<file path="config.mk">
export PLATFORM = sky130hd
export DESIGN_NAME = nmp_host
export DESIGN_NICKNAME = d
export VERILOG_FILES = /design/src/shared/nmp_pkg.sv /design/src/nmp_cycle.sv /design/src/nmp_host.sv
export VERILOG_INCLUDE_DIRS = /design/src /design/src/shared
export SDC_FILE = /design/constraint.sdc
export NUM_CORES = 1
export LEC_CHECK = 0
export ABC_AREA = 1
export BUFFER_PORTS_ARGS = -buffer_cell sky130_fd_sc_hd__buf_4
export CORE_MARGIN = 3
export CORE_UTILIZATION = 44
export DETAILED_ROUTE_END_ITERATION = 12
export PLACE_DENSITY = 0.76
export REMOVE_ABC_BUFFERS = 1
export SETUP_SLACK_MARGIN = 0.1
export SLEW_MARGIN = 20
export SYNTH_ARGS = -nofsm -noshare
export SYNTH_HDL_FRONTEND = slang
export SYNTH_SLANG_ARGS = --single-unit
</file>
<file path="constraint.sdc">
create_clock -name clk -period 1.5 [get_ports clk]
set_clock_uncertainty 0.1 [all_clocks]
set_input_delay 0.075 -clock clk [delete_from_list [all_inputs] [get_ports clk]]
set_output_delay 0.075 -clock clk [all_outputs]
set_load 0.005 [all_outputs]
</file>
<file path="src/shared/nmp_params.svh">
// Constants for the multi-plane program and ID readout host controller.
`ifndef NMP_PARAMS_SVH
`define NMP_PARAMS_SVH
`define NMP_CMD_LOAD       8'h80
`define NMP_CMD_LOAD2      8'h81
`define NMP_CMD_DUMMY      8'h11
`define NMP_CMD_CONFIRM    8'h10
`define NMP_CMD_CACHE      8'h15
`define NMP_CMD_STATUS     8'h70
`define NMP_CMD_RESET      8'hff
`define NMP_CMD_READID     8'h90
`define NMP_ID_ADDR_LEGACY 8'h00
`define NMP_ID_ADDR_SIG    8'h40
`define NMP_ID_LEN_LEGACY  3'd6
`define NMP_ID_LEN_SIG     3'd6
`define NMP_STAT_RDY_BIT   6
`define NMP_PULSE_NS       40
`define NMP_PULSE_CYC      ((`NMP_PULSE_NS + 19) / 20)
`define NMP_ADDR_CYCLES    3'd5
`define NMP_WB_CYC         3'd7
`endif

</file>
<file path="src/shared/nmp_pkg.sv">
// Types shared by the host controller files.
package nmp_pkg;
	// Kind of bus cycle handed to the pin driver.
	typedef enum logic [1:0] {
		NMP_CY_CMD,
		NMP_CY_ADDR,
		NMP_CY_WDATA,
		NMP_CY_RDATA
	} nmp_cycle_type;

	// One bus cycle request.
	typedef struct packed {
		nmp_cycle_type kind;
		logic [7:0]    data;
	} nmp_req_type;

	// Operations the user can order.
	typedef enum logic [2:0] {
		NMP_OP_PROG2,
		NMP_OP_CACHE2,
		NMP_OP_CACHE_END,
		NMP_OP_READ_ID,
		NMP_OP_RECOVER
	} nmp_op_type;
endpackage : nmp_pkg

</file>
<file path="src/nmp_cycle.sv">
// Drives one command, address or data cycle on the flash pins.
`timescale 1ns/1ps
`default_nettype none
`include "nmp_params.svh"
module nmp_cycle (
	// Clock and reset.
	input  wire logic            clk,
	input  wire logic            sys_rst,
	// Request side.
	input  wire logic            req_valid,
	input  var  nmp_pkg::nmp_req_type req,
	output logic                 req_ready,
	output logic                 done,
	output logic [7:0]           rdata,
	// Flash pins.
	output logic                 cle,
	output logic                 ale,
	output logic                 we_n,
	output logic                 re_n,
	input  wire logic [7:0]      io_in,
	output logic [7:0]           io_out,
	output logic                 io_oe
);
	import nmp_pkg::*;
	localparam logic [3:0] PCYC = 4'(`NMP_PULSE_CYC);
	typedef enum logic [1:0] {NMP_CI, NMP_CLOW, NMP_CHIGH} nmp_cst_type;
	nmp_cst_type   st, next_st;
	logic [3:0]    cnt, next_cnt;
	nmp_req_type   cur, next_cur;
	logic [7:0]    next_rdata;

	// Strobe low for the pulse time, then high for the same time.
	always_comb begin
		next_st = st;
		next_cnt = cnt;
		next_cur = cur;
		next_rdata = rdata;
		done = 1'b0;
		case (st)
			NMP_CI: if (req_valid) begin
				next_cur = req;
				next_cnt = PCYC;
				next_st = NMP_CLOW;
			end
			NMP_CLOW: if (cnt == 4'h1) begin
				if (cur.kind == NMP_CY_RDATA)
					next_rdata = io_in; // Data is stable near the end of low phase.
				next_cnt = PCYC;
				next_st = NMP_CHIGH;
			end else begin
				next_cnt = cnt - 4'h1;
			end
			NMP_CHIGH: if (cnt == 4'h1) begin
				done = 1'b1;
				next_st = NMP_CI;
			end else begin
				next_cnt = cnt - 4'h1;
			end
			default: next_st = NMP_CI;
		endcase
	end

	always_ff @(posedge clk or posedge sys_rst) begin
		if (sys_rst) begin
			st <= NMP_CI;
			cnt <= 4'h0;
			cur <= '0;
			rdata <= 8'h00;
		end else begin
			st <= next_st;
			cnt <= next_cnt;
			cur <= next_cur;
			rdata <= next_rdata;
		end
	end

	// Pin levels follow the current cycle kind.
	assign req_ready = (st == NMP_CI);
	assign cle = (st != NMP_CI) && (cur.kind == NMP_CY_CMD);
	assign ale = (st != NMP_CI) && (cur.kind == NMP_CY_ADDR);
	assign we_n = !((st == NMP_CLOW) && (cur.kind != NMP_CY_RDATA));
	assign re_n = !((st == NMP_CLOW) && (cur.kind == NMP_CY_RDATA));
	assign io_oe = (st != NMP_CI) && (cur.kind != NMP_CY_RDATA);
	assign io_out = cur.data;
endmodule : nmp_cycle
`default_nettype wire

</file>
<file path="src/nmp_host.sv">
// Host controller: two-plane program, cache program end and ID readout.
`timescale 1ns/1ps
`default_nettype none
`include "nmp_params.svh"
// Contract
// - Between 11h and 81h only status or reset.
// - End cache program with load then 10h.
// - After 15h end, poll status until ready.
// - Then issue reset before next operation.
module nmp_host (
	// Clock and reset.
	input  wire logic            clk,
	input  wire logic            sys_rst,
	// User orders.
	input  wire logic            op_valid,
	input  var  nmp_pkg::nmp_op_type op,
	input  wire logic [7:0]      op_arg,
	output logic                 op_ready,
	input  wire logic [7:0]      wr_data,
	input  wire logic            wr_valid,
	output logic                 wr_ready,
	output logic [7:0]           rd_data,
	output logic                 rd_valid,
	output logic                 op_done,
	output logic                 op_fail,
	// Flash pins.
	output logic                 cle,
	output logic                 ale,
	output logic                 we_n,
	output logic                 re_n,
	output logic                 ce_n,
	input  wire logic            rb_n,
	input  wire logic [7:0]      io_in,
	output logic [7:0]           io_out,
	output logic                 io_oe
);
	import nmp_pkg::*;
	typedef enum logic [3:0] {
		NMP_IDLE, NMP_CMD0, NMP_ADDR, NMP_DATA, NMP_CMD1,
		NMP_WAITRB, NMP_POLLC, NMP_POLLR, NMP_RESETC, NMP_IDRD,
		NMP_FIN
	} nmp_st_type;

	nmp_st_type  st, next_st;
	nmp_op_type  cop, next_cop;
	logic [7:0]  arg, next_arg;
	logic [2:0]  cnt, next_cnt;
	logic        plane, next_plane;
	logic        rb_s1, rb_s2, rb_s3, rb_ok;
	logic        cy_valid, cy_ready, cy_done;
	nmp_req_type cy_req;
	logic [7:0]  cy_rdata;
	logic        next_rd_valid, next_op_done, next_op_fail;
	logic [7:0]  next_rd_data;

	// Three-stage sampling of ready/busy; a change counts when the last two stages agree.
	always_ff @(posedge clk or posedge sys_rst) begin
		if (sys_rst) begin
			rb_s1 <= 1'b0;
			rb_s2 <= 1'b0;
			rb_s3 <= 1'b0;
			rb_ok <= 1'b0;
		end else begin
			rb_s1 <= rb_n;
			rb_s2 <= rb_s1;
			rb_s3 <= rb_s2;
			if (rb_s2 == rb_s3)
				rb_ok <= rb_s3;
		end
	end

	nmp_cycle nmp_cycle_i (
		.clk       (clk),
		.sys_rst   (sys_rst),
		.req_valid (cy_valid),
		.req       (cy_req),
		.req_ready (cy_ready),
		.done      (cy_done),
		.rdata     (cy_rdata),
		.cle       (cle),
		.ale       (ale),
		.we_n      (we_n),
		.re_n      (re_n),
		.io_in     (io_in),
		.io_out    (io_out),
		.io_oe     (io_oe)
	);

	// Sequencer: one bus cycle in flight, stepped on its done pulse.
	always_comb begin
		next_st = st;
		next_cop = cop;
		next_arg = arg;
		next_cnt = cnt;
		next_plane = plane;
		next_rd_valid = 1'b0;
		next_rd_data = rd_data;
		next_op_done = 1'b0;
		next_op_fail = op_fail;
		cy_valid = 1'b0;
		cy_req = '{kind: NMP_CY_CMD, data: 8'h00};
		wr_ready = 1'b0;
		case (st)
			NMP_IDLE: if (op_valid) begin
				next_cop = op;
				next_arg = op_arg;
				next_plane = 1'b0;
				next_op_fail = 1'b0;
				next_st = (op == NMP_OP_RECOVER) ? NMP_POLLC : NMP_CMD0;
			end
			NMP_CMD0: begin
				cy_valid = 1'b1;
				if (cop == NMP_OP_READ_ID)
					cy_req.data = `NMP_CMD_READID;
				else if (plane)
					cy_req.data = `NMP_CMD_LOAD2;
				else
					cy_req.data = `NMP_CMD_LOAD;
				if (cy_done) begin
					next_cnt = (cop == NMP_OP_READ_ID) ? 3'd1
						: `NMP_ADDR_CYCLES;
					next_st = NMP_ADDR;
				end
			end
			NMP_ADDR: begin
				cy_valid = 1'b1;
				cy_req.kind = NMP_CY_ADDR;
				// Only the ID address is selectable by the user.
				cy_req.data = (cop == NMP_OP_READ_ID) ? arg : 8'h00;
				if (cy_done) begin
					next_cnt = cnt - 3'd1;
					if (cnt == 3'd1) begin
						next_cnt = (arg == `NMP_ID_ADDR_SIG) ?
							`NMP_ID_LEN_SIG : `NMP_ID_LEN_LEGACY;
						next_st = (cop == NMP_OP_READ_ID) ?
							NMP_IDRD : NMP_DATA;
					end
				end
			end
			NMP_DATA: begin
				// User data streams until it stops offering bytes.
				cy_valid = wr_valid;
				wr_ready = cy_ready;
				cy_req.kind = NMP_CY_WDATA;
				cy_req.data = wr_data;
				if (!wr_valid && cy_ready)
					next_st = NMP_CMD1;
			end
			NMP_CMD1: begin
				cy_valid = 1'b1;
				if (!plane)
					cy_req.data = `NMP_CMD_DUMMY;
				else if (cop == NMP_OP_CACHE2)
					cy_req.data = `NMP_CMD_CACHE;
				else
					cy_req.data = `NMP_CMD_CONFIRM;
				if (cy_done) begin
					next_cnt = `NMP_WB_CYC;
					next_st = NMP_WAITRB;
				end
			end
			NMP_WAITRB: begin
				// Busy may last both pages' program time here.
				// The hold-off lets the busy level pass the sampling stages,
				// so a stale ready is never taken for the end of the work.
				if (cnt != 3'd0) begin
					next_cnt = cnt - 3'd1;
				end else if (rb_ok) begin
					if (!plane) begin
						next_plane = 1'b1; // Only 81h may follow.
						next_st = NMP_CMD0;
					end else begin
						next_st = NMP_FIN;
					end
				end
			end
			NMP_POLLC: begin
				cy_valid = 1'b1;
				cy_req.data = `NMP_CMD_STATUS;
				if (cy_done)
					next_st = NMP_POLLR;
			end
			NMP_POLLR: begin
				cy_valid = 1'b1;
				cy_req.kind = NMP_CY_RDATA;
				if (cy_done)
					next_st = cy_rdata[`NMP_STAT_RDY_BIT] ?
						NMP_RESETC : NMP_POLLC;
			end
			NMP_RESETC: begin
				cy_valid = 1'b1;
				cy_req.data = `NMP_CMD_RESET;
				if (cy_done)
					next_st = NMP_FIN;
			end
			NMP_IDRD: begin
				cy_valid = 1'b1;
				cy_req.kind = NMP_CY_RDATA;
				if (cy_done) begin
					next_rd_data = cy_rdata;
					next_rd_valid = 1'b1;
					next_cnt = cnt - 3'd1;
					if (cnt == 3'd1)
						next_st = NMP_FIN;
				end
			end
			NMP_FIN: begin
				next_op_done = 1'b1;
				next_st = NMP_IDLE;
			end
			default: next_st = NMP_IDLE;
		endcase
	end

	always_ff @(posedge clk or posedge sys_rst) begin
		if (sys_rst) begin
			st <= NMP_IDLE;
			cop <= NMP_OP_PROG2;
			arg <= 8'h00;
			cnt <= 3'd0;
			plane <= 1'b0;
			rd_valid <= 1'b0;
			rd_data <= 8'h00;
			op_done <= 1'b0;
			op_fail <= 1'b0;
		end else begin
			st <= next_st;
			cop <= next_cop;
			arg <= next_arg;
			cnt <= next_cnt;
			plane <= next_plane;
			rd_valid <= next_rd_valid;
			rd_data <= next_rd_data;
			op_done <= next_op_done;
			op_fail <= next_op_fail;
		end
	end

	assign op_ready = (st == NMP_IDLE);
	assign ce_n = (st == NMP_IDLE);

	// Second plane load must directly follow the first-plane wait.
	a_plane_order: assert property (@(posedge clk) disable iff (sys_rst)
		(st == NMP_WAITRB && !plane && rb_ok && cnt == 3'd0) |=>
		(st == NMP_CMD0 && plane))
		else $error("second plane load not next");
	// No command follows the ready/busy wait while the device reports busy.
	a_busy_hold: assert property (@(posedge clk) disable iff (sys_rst)
		(st == NMP_WAITRB && !rb_ok) |=> (st == NMP_WAITRB))
		else $error("busy wait left early");
	// Status poll ends in a reset cycle once ready.
	a_reset_after: assert property (@(posedge clk) disable iff (sys_rst)
		(st == NMP_POLLR && cy_done && cy_rdata[6]) |=>
		(st == NMP_RESETC))
		else $error("reset not issued after ready");
	// Poll repeats while busy.
	a_poll_repeat: assert property (@(posedge clk) disable iff (sys_rst)
		(st == NMP_POLLR && cy_done && !cy_rdata[6]) |=>
		(st == NMP_POLLC))
		else $error("status poll not repeated");
	// Each ID read cycle yields one byte.
	a_id_byte: assert property (@(posedge clk) disable iff (sys_rst)
		(st == NMP_IDRD && cy_done) |=> rd_valid)
		else $error("ID byte not delivered");
endmodule : nmp_host
`default_nettype wire

</file>
# After elaboration in Yosys (flattened, before gate mapping)

Cells that the tools add are included.

Flip-flop bits (word level): 57
Output and inout port bits: 27
Word-level logic and storage cells: 138

$add $sub $neg: 2
Equal/unequal tests: 39
Multiplexer cells: 52
Reduce and logical (&&, ||, !) cells: 28

Operators with widths:

| cell               | count |
|---|---|
| $mux 4             | 19 |
| $pmux 8 s6         | 1 |
| $pmux 4 s10        | 1 |
| $ne 2x2->1 const B | 17 |
| $mux 3             | 10 |
| $eq 4x3->1 const B | 4 |
| $pmux 3 s5         | 1 |
| $reduce_and 13->1  | 1 |
| $eq 4x4->1 const B | 3 |
| $pmux 2 s3         | 2 |
| $pmux 4 s3         | 1 |
| $mux 1             | 10 |
| $reduce_and 3->1   | 3 |
| $eq 4x1->1 const B | 2 |
| $eq 4x2->1 const B | 2 |
| $mux 8             | 1 |
| $reduce_or 7->1    | 1 |
| $eq 3x1->1 const B | 2 |
| $logic_and 1x1->1  | 6 |
| $mux 2             | 3 |
| $reduce_and 2->1   | 3 |
| $reduce_and 6->1   | 1 |
| $reduce_bool 3->1  | 2 |
| $mux 5             | 1 |
| 16 further kinds   | 24 |

# Logic depth before layout (Yosys ltp)

Gate-level depths: netlist of the first run.

Depth in word-level cells: 5
Mapped depth: 12

# Cells and area by module

A second synthesis of the first run with hierarchy kept.

Cell total of the unflattened synthesis: 412
Area total of the unflattened synthesis: 3,290.7 sq um

By module, submodules not included:

| module    | instances | cells each | area each (sq um) |
|---|---|---|---|
| nmp_host  | 1         | 280        | 2,043.2 |
| nmp_cycle | 1         | 132        | 1,247.4 |

# Least setup slack after synthesis of the first run

OpenSTA, ideal clock, no wires.

Path kind: register -> register
Start: register nmp_cycle_i.st[1]
End: register nmp_cycle_i.rdata[0]
Data arrival time: 1.448 ns
Data required time: 1.269 ns
Setup slack: -0.179 ns
Cell stages (with the launch flop): 7
Path buffers: 1
Cell sequence: dfrtp_1 inv_1 ha_1 nand3_1 nor2_1 clkbuf_1 o21ai_0

Cells in the longest elaborated chain, start to end: 2

Ends and longest elaborated chain:

| what                              | line            | source |
|---|---|---|
| start, declared                   | nmp_cycle.sv:27 | `nmp_cst_type st, next_st;` |
| start signal, assigned            | nmp_cycle.sv:70 | `st <= next_st;` |
| $eq 2x1->1                        | nmp_cycle.sv:39 | `case (st)` |
| $reduce_and 3->1 (no source line) | --              |  |
| end signal, assigned              | nmp_cycle.sv:73 | `rdata <= next_rdata;` |
| end, declared                     | nmp_cycle.sv:14 | `output logic [7:0] rdata,` |

Every way passes these cells.
A chain may end at the register's enable or synchronous reset.

# Worst setup path in the final report of the first run

Start: register st[3]
End: register nmp_cycle_i.cur[8] in the netlist's numbering

Cells in the longest elaborated chain, start to end: 4

Ends and longest elaborated chain:

| what                                     | line            | source |
|---|---|---|
| start, declared                          | nmp_host.sv:44  | `nmp_st_type st, next_st;` |
| start signal, assigned                   | nmp_host.sv:227 | `st <= next_st;` |
| $eq 4x4->1, or another cell as far along | nmp_host.sv:103 | `case (st)` |
| $reduce_or 7->1 (no source line)         | --              |  |
| $pmux 1 s2                               | nmp_host.sv:103 |  |
| $reduce_and 2->1 (no source line)        | --              |  |
| end signal, assigned                     | nmp_cycle.sv:72 | `cur <= next_cur;` |
| end, declared                            | nmp_cycle.sv:29 | `nmp_req_type cur, next_cur;` |

Several ways; a longest one is shown, not always the timed one.

==> flow_metrics.tcl, run 1 <==
set metrics [dict create \
    synth_top_family_by_area "simple AND/OR/NAND/NOR gates" \
    fin_nets 584 \
    pre_cts_ws_ps -225 \
    io_pins 59 \
    crit_arrival_ps 1850 \
    synth-compound-area-share 0.0876 \
    final_common_cell "buf_4" \
    power_leakage_uw 0.00259 \
    synth_fa_ha_area_frac 0.0424 \
    required_ps 1670 \
    fin_crit_ps 1680 \
    cp_common_cell "nand2_4" \
    drive_above_1_share 0.463 \
    gr-total-overflow 0 \
    powerDensity_nw_per_um2 1930 \
    reg2reg_depth 9 \
    drt_wl_total_um 10300 \
    die_w_um 91.1 \
    fp-row-count 30 \
    design_area_sq_um 5080 \
    dp_hpwl_um 5610 \
    antenna_found_initial 0 \
    grtUsageTotal 0.226 \
    die-area_sq_um 8300 \
    drtPass1Iterations 5 \
    crit_family "simple AND/OR/NAND/NOR gates" \
    rsz0062_at_grt "true" \
    area_delta_synth_final_pct 59.5 \
    fillers 444 \
    violations "negative setup slack" \
    min_path_cells 5 \
    num_vias 3320 \
    hold_violations 0 \
    crit_chain "buf_6 -> nor2_4 -> nand2_4 -> nand2_4 -> nor2_4 -> nand2_4 -> nand2_8 -> buf_6 -> o21ai_2" \
    fmax_mhz 594 \
    fin_crit_sh 1.12 \
    r2r_end "nmp_cycle_i.cur[8]" \
    grt_max_degree 58 \
    fin_cells 642 \
    max_cap_violations 0 \
    ys_seq_area_frac 0.448 \
    synthSimpleGateAreaFrac 0.291 \
    wl_per_cell_um 16.0 \
    numPortBuffers 57 \
    clock-root-buffer "clkbuf_8" \
    yosys.area.top_type "dfrtp_1" \
    grt_pass1_vias 3241 \
    whs_ps 76.4 \
    placed_area_sq_um 4020 \
    synth_xor_area_frac 0.00825 \
    worstHoldEndpoint "nmp_cycle_i.io_out[7]" \
    multiInputGateArea_sq_um 1790 \
    postSynthAreaPerCell_sq_um 8.13 \
    numCtsBuffers 9 \
    worst-path-buf-inv 2 \
    slowest_delay_ps 450 \
    grt.busiest_layer "met2" \
    initial_utilization 0.461 \
    cts_tree "yes" \
    ant_nets 0 \
    status "complete, but fails checks" \
    insertion_delay_ps 340 \
    regArea_sq_um 1430 \
    slew_violations 0 \
    setup.worst_path.end_class "register" \
    r2r_slack_ps -180 \
    crit_type "register to register" \
    synth_cells 392 \
    diodes 0 \
    final_cell_mix "buf_4 (100), nand2_1 (82), dfrtp_1 (53), nand2_2 (32), nor2_1 (30)" \
    setup_ws_ps -185 \
    setup_violations 51 \
    synth_cell_type_count 32 \
    place_congestion 0.904 \
    dp.cells 578 \
    first_iter_violations 298 \
    grt_pass1_wl_um 15000 \
    htreeDepth 3 \
    drc 0 \
    cp_max_fo 8 \
    core_area_sq_um 6910 \
    synthMuxAreaShare 0.0295 \
    met3_usage 0.0630 \
    max-vdd-ir-drop_mv 0.997 \
    ys_ff_latch 57 \
    clk_pin_slew_ps 70 \
    viasPerCell 5.17 \
    startpoint_type "register" \
    min_from "wr_data[7]" \
    cts_sinks 57 \
    min_path_type "primary input to register" \
    synth_top_area_share 0.448 \
    r2r-start "st[3]" \
    ys_warn_count 0 \
    crit_slowest_cell "dfrtp_2" \
    cts.path.max_buffers 2 \
    yosys-top-cells-area "dfrtp_1 (45%), nand2_1 (14%), inv_1 (4.5%)" \
    die_h_um 91.1 \
    use_met2 0.389 \
    met1_usage 0.262 \
    synth_area_sq_um 3190 \
]
-- kinds of logic (layout without fill, tap and decap cells) --
| group | count (synthesis) | count (layout) |
|---|---|---|
| and+or+nand+nor | 205 | 207 |
| buffers and inverters | 59 | 211 |
| DFF | 57 | 57 |
| AOI/OAI and AO/OA | 48 | 48 |
| adders and majority gates | 11 | 11 |
| muxes | 8 | 8 |
| xor gates and xnor gates | 3 | 3 |
| other | 1 | 1 |
-- Yosys cell counts (all sizes together) --
| master | count |
|---|---|
| mux2 | 8 |
| o22ai | 1 |
| conb | 1 |
| dfrtp | 57 |
| nor3b | 1 |
| o211ai | 1 |
| a21oi | 17 |
| maj3 | 1 |
| o21ai | 27 |
| nand4 | 3 |
| inv | 43 |
| o21bai | 1 |
| nand2 | 126 |
| nor3 | 6 |
| buf | 15 |
| xnor2 | 3 |
| a21boi | 1 |
| nand3 | 24 |
| nor2 | 45 |
| ha | 10 |
| clkbuf | 1 |
-- state kept, by name, summed over array words and instances, names as in the netlist --
name and count:
arg 8, cnt 3, cop 3, nmp_cycle_i.cnt 4, nmp_cycle_i.cur 2, nmp_cycle_i.io_out 8
nmp_cycle_i.rdata 8, nmp_cycle_i.st 2, op_done 1, plane 1, rb_ok 1, rb_s1 1
rb_s2 1, rb_s3 1, rd_data 8, rd_valid 1, st 4
-- report_power, final --
group,internal [uW],total (uW),switching (uW)
Sequential,2000,2380,383
Combinational,2720,5980,3260
Clock,843,1450,610
-- layout make-up --
type,instances,area share
clock buffers,12,0.0305
multi-input cells,278,0.353
flip-flops and latches,57,0.282
repair buffers,153,0.270
clock inverters,3,0.00788
inverters,43,0.0337
well taps,96,0.0236
-- worst max path at each step --
stage	start	slack, ps	end	cells past startpoint
after floorplan	nmp_cycle_i.st[1]	-420	nmp_cycle_i.rdata[7]	5
after global placement	st[2]	-190	nmp_cycle_i.io_out[0]	8
after detailed placement	st[3]	-220	nmp_cycle_i.io_out[0]	8
after CTS	st[3]	-130	nmp_cycle_i.cur[8]	9
after global routing	st[2]	-270	nmp_cycle_i.io_out[1]	9
final	st[3]	-180	nmp_cycle_i.cur[8]	9
-- worst register-to-register path, cell delays in order, from the launching register on --
cell and delay, ps:
dfrtp_2 450, buf_6 140, nor2_4 200, nand2_4 110
nand2_4 100, nor2_4 60, nand2_4 130, nand2_8 100
buf_6 130, o21ai_2 100
-- layer usage --
metal,wire length [um],vias to the layer above
met3,574,38
met5,0,-
met4,299,0
met2,5440,145
met1,3970,1593
li1,-,1544
-- metrics by stage --
stage,TNS [ps],power [uW],utilization
final,-5610,9810,0.736
after floorplan,-7200,4840,-
after global routing,-9190,10400,0.736
after CTS,-2690,9040,0.708
after detailed placement,-5950,6500,0.582
after global placement,-3540,6370,0.582
-- what timing repair did --
item	in CTS	in global routing
pin swaps	12	19
hold buffers	28	0
hold endpoints to repair	83	0
setup buffers	11	6
gates resized for setup	86	44
gates cloned	3	1
setup endpoints to repair	60	60
(Power assumes the default switching activity.)
==> run 2, diff against run 1 <==
- CORE_ASPECT_RATIO: default -> 0.6
- CORE_MARGIN: 3 -> default
- PLACE_DENSITY: 0.76 -> 0.74
- clock period: 1.5 -> 2 ns (I/O delays scaled with it)
==> flow_metrics.tcl, run 2 (synthesized netlist as in run 1, its figures left out) <==
set metrics [dict create \
    status "complete, but fails checks" \
    violations "design-rule violations, negative hold slack" \
    io_pins 59 \
    maxSlewHeadroom 0.654 \
    gr-total-overflow 0 \
    fin_cells 559 \
    insertion_delay_ps 330 \
    startpoint_type "register" \
    worstMarginPinSlew_ps 518 \
    final_cell_mix "nand2_1 (113), buf_4 (58), dfrtp_1 (56), inv_1 (37), nor2_1 (34)" \
    diodes 0 \
    grt_max_degree 36 \
    power_leakage_uw 0.00219 \
    wl_per_cell_um 13.9 \
    area_delta_synth_final_pct 30.2 \
    num_vias 2821 \
    grtUsageTotal 0.224 \
    drtPass1Iterations 8 \
    min_path_type "primary input to register" \
    cts.path.max_buffers 2 \
    slew_violations 0 \
    cts_tree "yes" \
    rsz0062_at_grt "true" \
    crit_arrival_ps 1970 \
    grt_pass1_vias 2652 \
    worstHoldEndpoint "nmp_cycle_i.io_out[4]" \
    powerDensity_nw_per_um2 1450 \
    postLayoutCoreUtil 0.608 \
    core_area_sq_um 6820 \
    max_cap_violations 0 \
    cp_max_fo 14 \
    numCtsBuffers 9 \
    fillers 563 \
    whs_ps -0.647 \
    crit_type "register to register" \
    die-area_sq_um 7600 \
    reg2reg_depth 7 \
    drive_above_1_share 0.254 \
    antenna_found_initial 0 \
    numPortBuffers 57 \
    htreeDepth 3 \
    die_h_um 67.9 \
    final_common_cell "nand2_1" \
    cts_sinks 57 \
    dp.cells 522 \
    fin_crit_sh 0.916 \
    fin_nets 509 \
    die_w_um 112 \
    r2r_end "nmp_cycle_i.rdata[4]" \
    required_ps 2140 \
    setup.worst_path.end_class "register" \
    grt_pass1_wl_um 12800 \
    fmax_mhz 546 \
    fin_setup_tns_ps 0 \
    clk_pin_slew_ps 50 \
    max-vdd-ir-drop_mv 0.529 \
    drc 1 \
    clock-root-buffer "clkbuf_16" \
    ant_nets 0 \
    min_from "wr_data[4]" \
    place_congestion 0.940 \
    r2r_slack_ps 170 \
    initial_utilization 0.467 \
    viasPerCell 5.05 \
    dp_hpwl_um 5600 \
    fin_crit_ps 1830 \
    min_path_cells 5 \
    first_iter_violations 177 \
    setup_violations 0 \
    total_power_uw 6010 \
    cts_setup_buffers 0 \
    fp-row-count 23 \
    r2r-start "nmp_cycle_i.st[1]" \
    hold_violations 1 \
    drt_wl_total_um 7790 \
]
-- run 2: cell types whose count changed in the layout (fill, tap and decap cells not counted), moves of 13 or more --
cell,before,now
nand2_1,82,113
buf_6,19,0
nand2_2,32,7
o21ai_0,9,22
buf_4,100,58
-- run 2: critical path, stage by stage, from the launching register on --
cell,delay [ps]
dfrtp_1,410
inv_1,160
ha_1,300
nand3_1,130
nor2_1,220
buf_4,240
nand2_1,80
o21ai_0,90
-- run 2: what timing repair did --
action,in CTS,in global routing
setup endpoints to repair,1,22
gates resized for setup,1,6
hold buffers,21,0
hold endpoints to repair,42,0
-- run 2: worst max-delay path by stage --
| stage | startpoint | slack [ps] | to |
|---|---|---|---|
| floorplan | nmp_cycle_i.st[1] | 80 | nmp_cycle_i.rdata[7] |
| global placement | nmp_cycle_i.st[0] | 240 | st[1] |
| detailed placement | nmp_cycle_i.st[0] | 200 | st[2] |
| CTS | nmp_cycle_i.st[0] | 140 | wr_ready |
| global route | nmp_cycle_i.st[1] | 70 | nmp_cycle_i.rdata[0] |
| finish | nmp_cycle_i.st[1] | 170 | nmp_cycle_i.rdata[4] |
-- run 2: through the flow --
step,instance area [sq um],setup slack (ps)
6_report,4150,169
5_1_grt,4150,73.6
4_1_cts,4120,141
3_5_place_dp,3620,195
3_3_place_gp,3620,241
2_1_floorplan,3050,82.5
-- run 2: power by group --
group / switching (uW) / internal [uW]
Sequential: 296 / 1500
Clock: 528 / 960
Combinational: 1660 / 1070
-- run 2: per-layer routing --
layer  up-vias  share of wire  track usage  wire length, um
li1       1383              -            -                -
met1      1328           0.46        0.309             3590
met2        94           0.45        0.344             3510
met3        16          0.073       0.0531              565
met4         0          0.015       0.0878              119
met5         -              0            0                0
-- run 2: layout make-up --
class / instances / area (sq um) / share of cell area
Multi-Input combinational cell: 276 / 1490 / 0.360
Sequential cell: 57 / 1430 / 0.344
Timing Repair Buffer: 80 / 666 / 0.161
Clock buffer: 11 / 233 / 0.0561
Inverter: 43 / 161 / 0.0389
Tap cell: 87 / 109 / 0.0263
Clock inverter: 5 / 56.3 / 0.0136
==> run 3, diff against run 2 <==
- PLACE_DENSITY: 0.74 -> 0.66
==> flow_metrics.tcl, run 3 (synthesized netlist as in run 1, its figures left out) <==
set metrics [dict create \
    clock-root-buffer "clkbuf_16" \
    design_area_sq_um 4170 \
    total_power_uw 5990 \
    rsz0062_at_grt "false" \
    power_switching_uw 2440 \
    slew_violations 0 \
    grtUsageTotal 0.214 \
    cp.depth 9 \
    status "complete, but fails checks" \
    grt_pass1_wl_um 12100 \
    p_int_uw 3550 \
    diodes 0 \
    drc 2 \
    clkPwrFrac 0.246 \
    num_vias 2753 \
    drtPass1Iterations 8 \
    startpoint_type "register" \
    placed_area_sq_um 3630 \
    met3_usage 0.0815 \
    fin_cells 562 \
    crit_arrival_ps 1920 \
    grt_max_degree 37 \
    multiInputGateArea_sq_um 1470 \
    drt_wl_total_um 7500 \
    crit_family "simple AND/OR/NAND/NOR gates" \
    grt.busiest_layer "met2" \
    worst-path-buf-inv 2 \
    crit_chain "inv_1 -> nand2_1 -> nor2_1 -> nor2_2 -> nand2_2 -> nand2_4 -> inv_2 -> nand2_1 -> nand2_1" \
    numPortBuffers 57 \
    die-area_sq_um 7600 \
    min_path_type "primary input to register" \
    fin_setup_tns_ps 0 \
    whs_ps 5.05 \
    fin_nets 514 \
    fillers 612 \
    regArea_sq_um 1430 \
    grt_pass1_vias 2547 \
    crit_type "register to register" \
    numCtsBuffers 9 \
    setup.worst_path.end_class "register" \
    cts_tree "yes" \
    met1_usage 0.295 \
    seqPwrFrac 0.300 \
    cp_max_fo 16 \
    p_comb_frac 0.454 \
    powerDensity_nw_per_um2 1440 \
    setup_violations 0 \
    slowest_delay_ps 510 \
    min_path_cells 5 \
    initial_utilization 0.467 \
    max_cap_violations 0 \
    insertion_delay_ps 330 \
    final_common_cell "nand2_1" \
    swShare 0.407 \
    fp-row-count 23 \
    use_met2 0.305 \
    viasPerCell 4.90 \
    hold_violations 0 \
    dp_hpwl_um 5570 \
    fin_crit_ps 1800 \
    area_delta_synth_final_pct 30.9 \
    place_congestion 0.924 \
    drive_above_1_share 0.261 \
    die_w_um 112 \
    reg2reg_depth 9 \
    gr-total-overflow 0 \
    fin_crit_sh 0.902 \
    ant_nets 0 \
    antenna_found_initial 0 \
    cp_common_cell "nand2_1" \
    cts.path.max_buffers 2 \
    dp.cells 523 \
    violations "design-rule violations" \
    htreeDepth 3 \
    first_iter_violations 222 \
    wl_per_cell_um 13.3 \
    max-vdd-ir-drop_mv 0.551 \
    die_h_um 67.9 \
    core_area_sq_um 6820 \
    io_pins 59 \
    cts_sinks 57 \
    clk_pin_slew_ps 50 \
    required_ps 2120 \
    fmax_mhz 554 \
    crit_slowest_cell "dfrtp_1" \
    final_cell_mix "nand2_1 (114), buf_4 (62), dfrtp_1 (56), inv_1 (37), nor2_1 (34)" \
    power_leakage_uw 0.00221 \
]
## run 3: changes by cell type in the layout (fill, tap and decap cells not counted), sizes merged
cell,change
clkbuf,-2
buf,+5
clkinvlp,+1
clkinv,-1
## run 3: power groups by stage
stage               combinational (uW)  clock [uW]  sequential [uW]
floorplan                         1900           0             1730
global placement                  2550           0             1790
detailed placement                2600           0             1800
CTS                               2640        1510             1790
global route                      3070        1550             1840
finish                            2720        1470             1800
## run 3: cell type report
class,instances,share of cell area
clock inverter,5,0.0141
multi-input combinational,276,0.353
sequential,57,0.342
tap,87,0.0261
timing repair buffer,85,0.172
clock buffer,9,0.0540
inverter,43,0.0387
## run 3: through the flow
stage / setup WS [ps] / util
floorplan: 82.5 / -
global placement: 142 / 0.532
detailed placement: 129 / 0.532
CTS: 111 / 0.604
global route: 76.4 / 0.611
finish: 196 / 0.611
## run 3: final timing paths
check | to | slack (ps) | start
setup reg to reg | nmp_cycle_i.io_out[4] | 200 | st[0]
min in group asynchronous | plane | 250 | sys_rst
setup / recovery | nmp_cycle_i.io_out[4] | 200 | st[0]
hold reg to reg | rb_s2 | 250 | rb_s1
hold / removal | nmp_cycle_i.io_out[6] | 5 | wr_data[6]
max in group asynchronous | st[1] | 970 | sys_rst
## run 3: what timing repair did
item | CTS | global route
hold buffers | 21 | 0
buffers inserted | 0 | 4
setup endpoints to repair | 0 | 30
hold endpoints to repair | 41 | 0
gates resized for setup | 0 | 3
## run 3: worst reg2reg max path: stages (launching register included)
cell and delay [ps]:
dfrtp_1 510, inv_1 140, nand2_1 160, nor2_1 80, nor2_2 210, nand2_2 100
nand2_4 180, inv_2 90, nand2_1 70, nand2_1 50
## run 3: per-layer routing
layer	share of wire	vias up
met3	0.071	9
li1	-	1391
met1	0.50	1270
met2	0.41	83
met4	0.013	0
met5	0	-
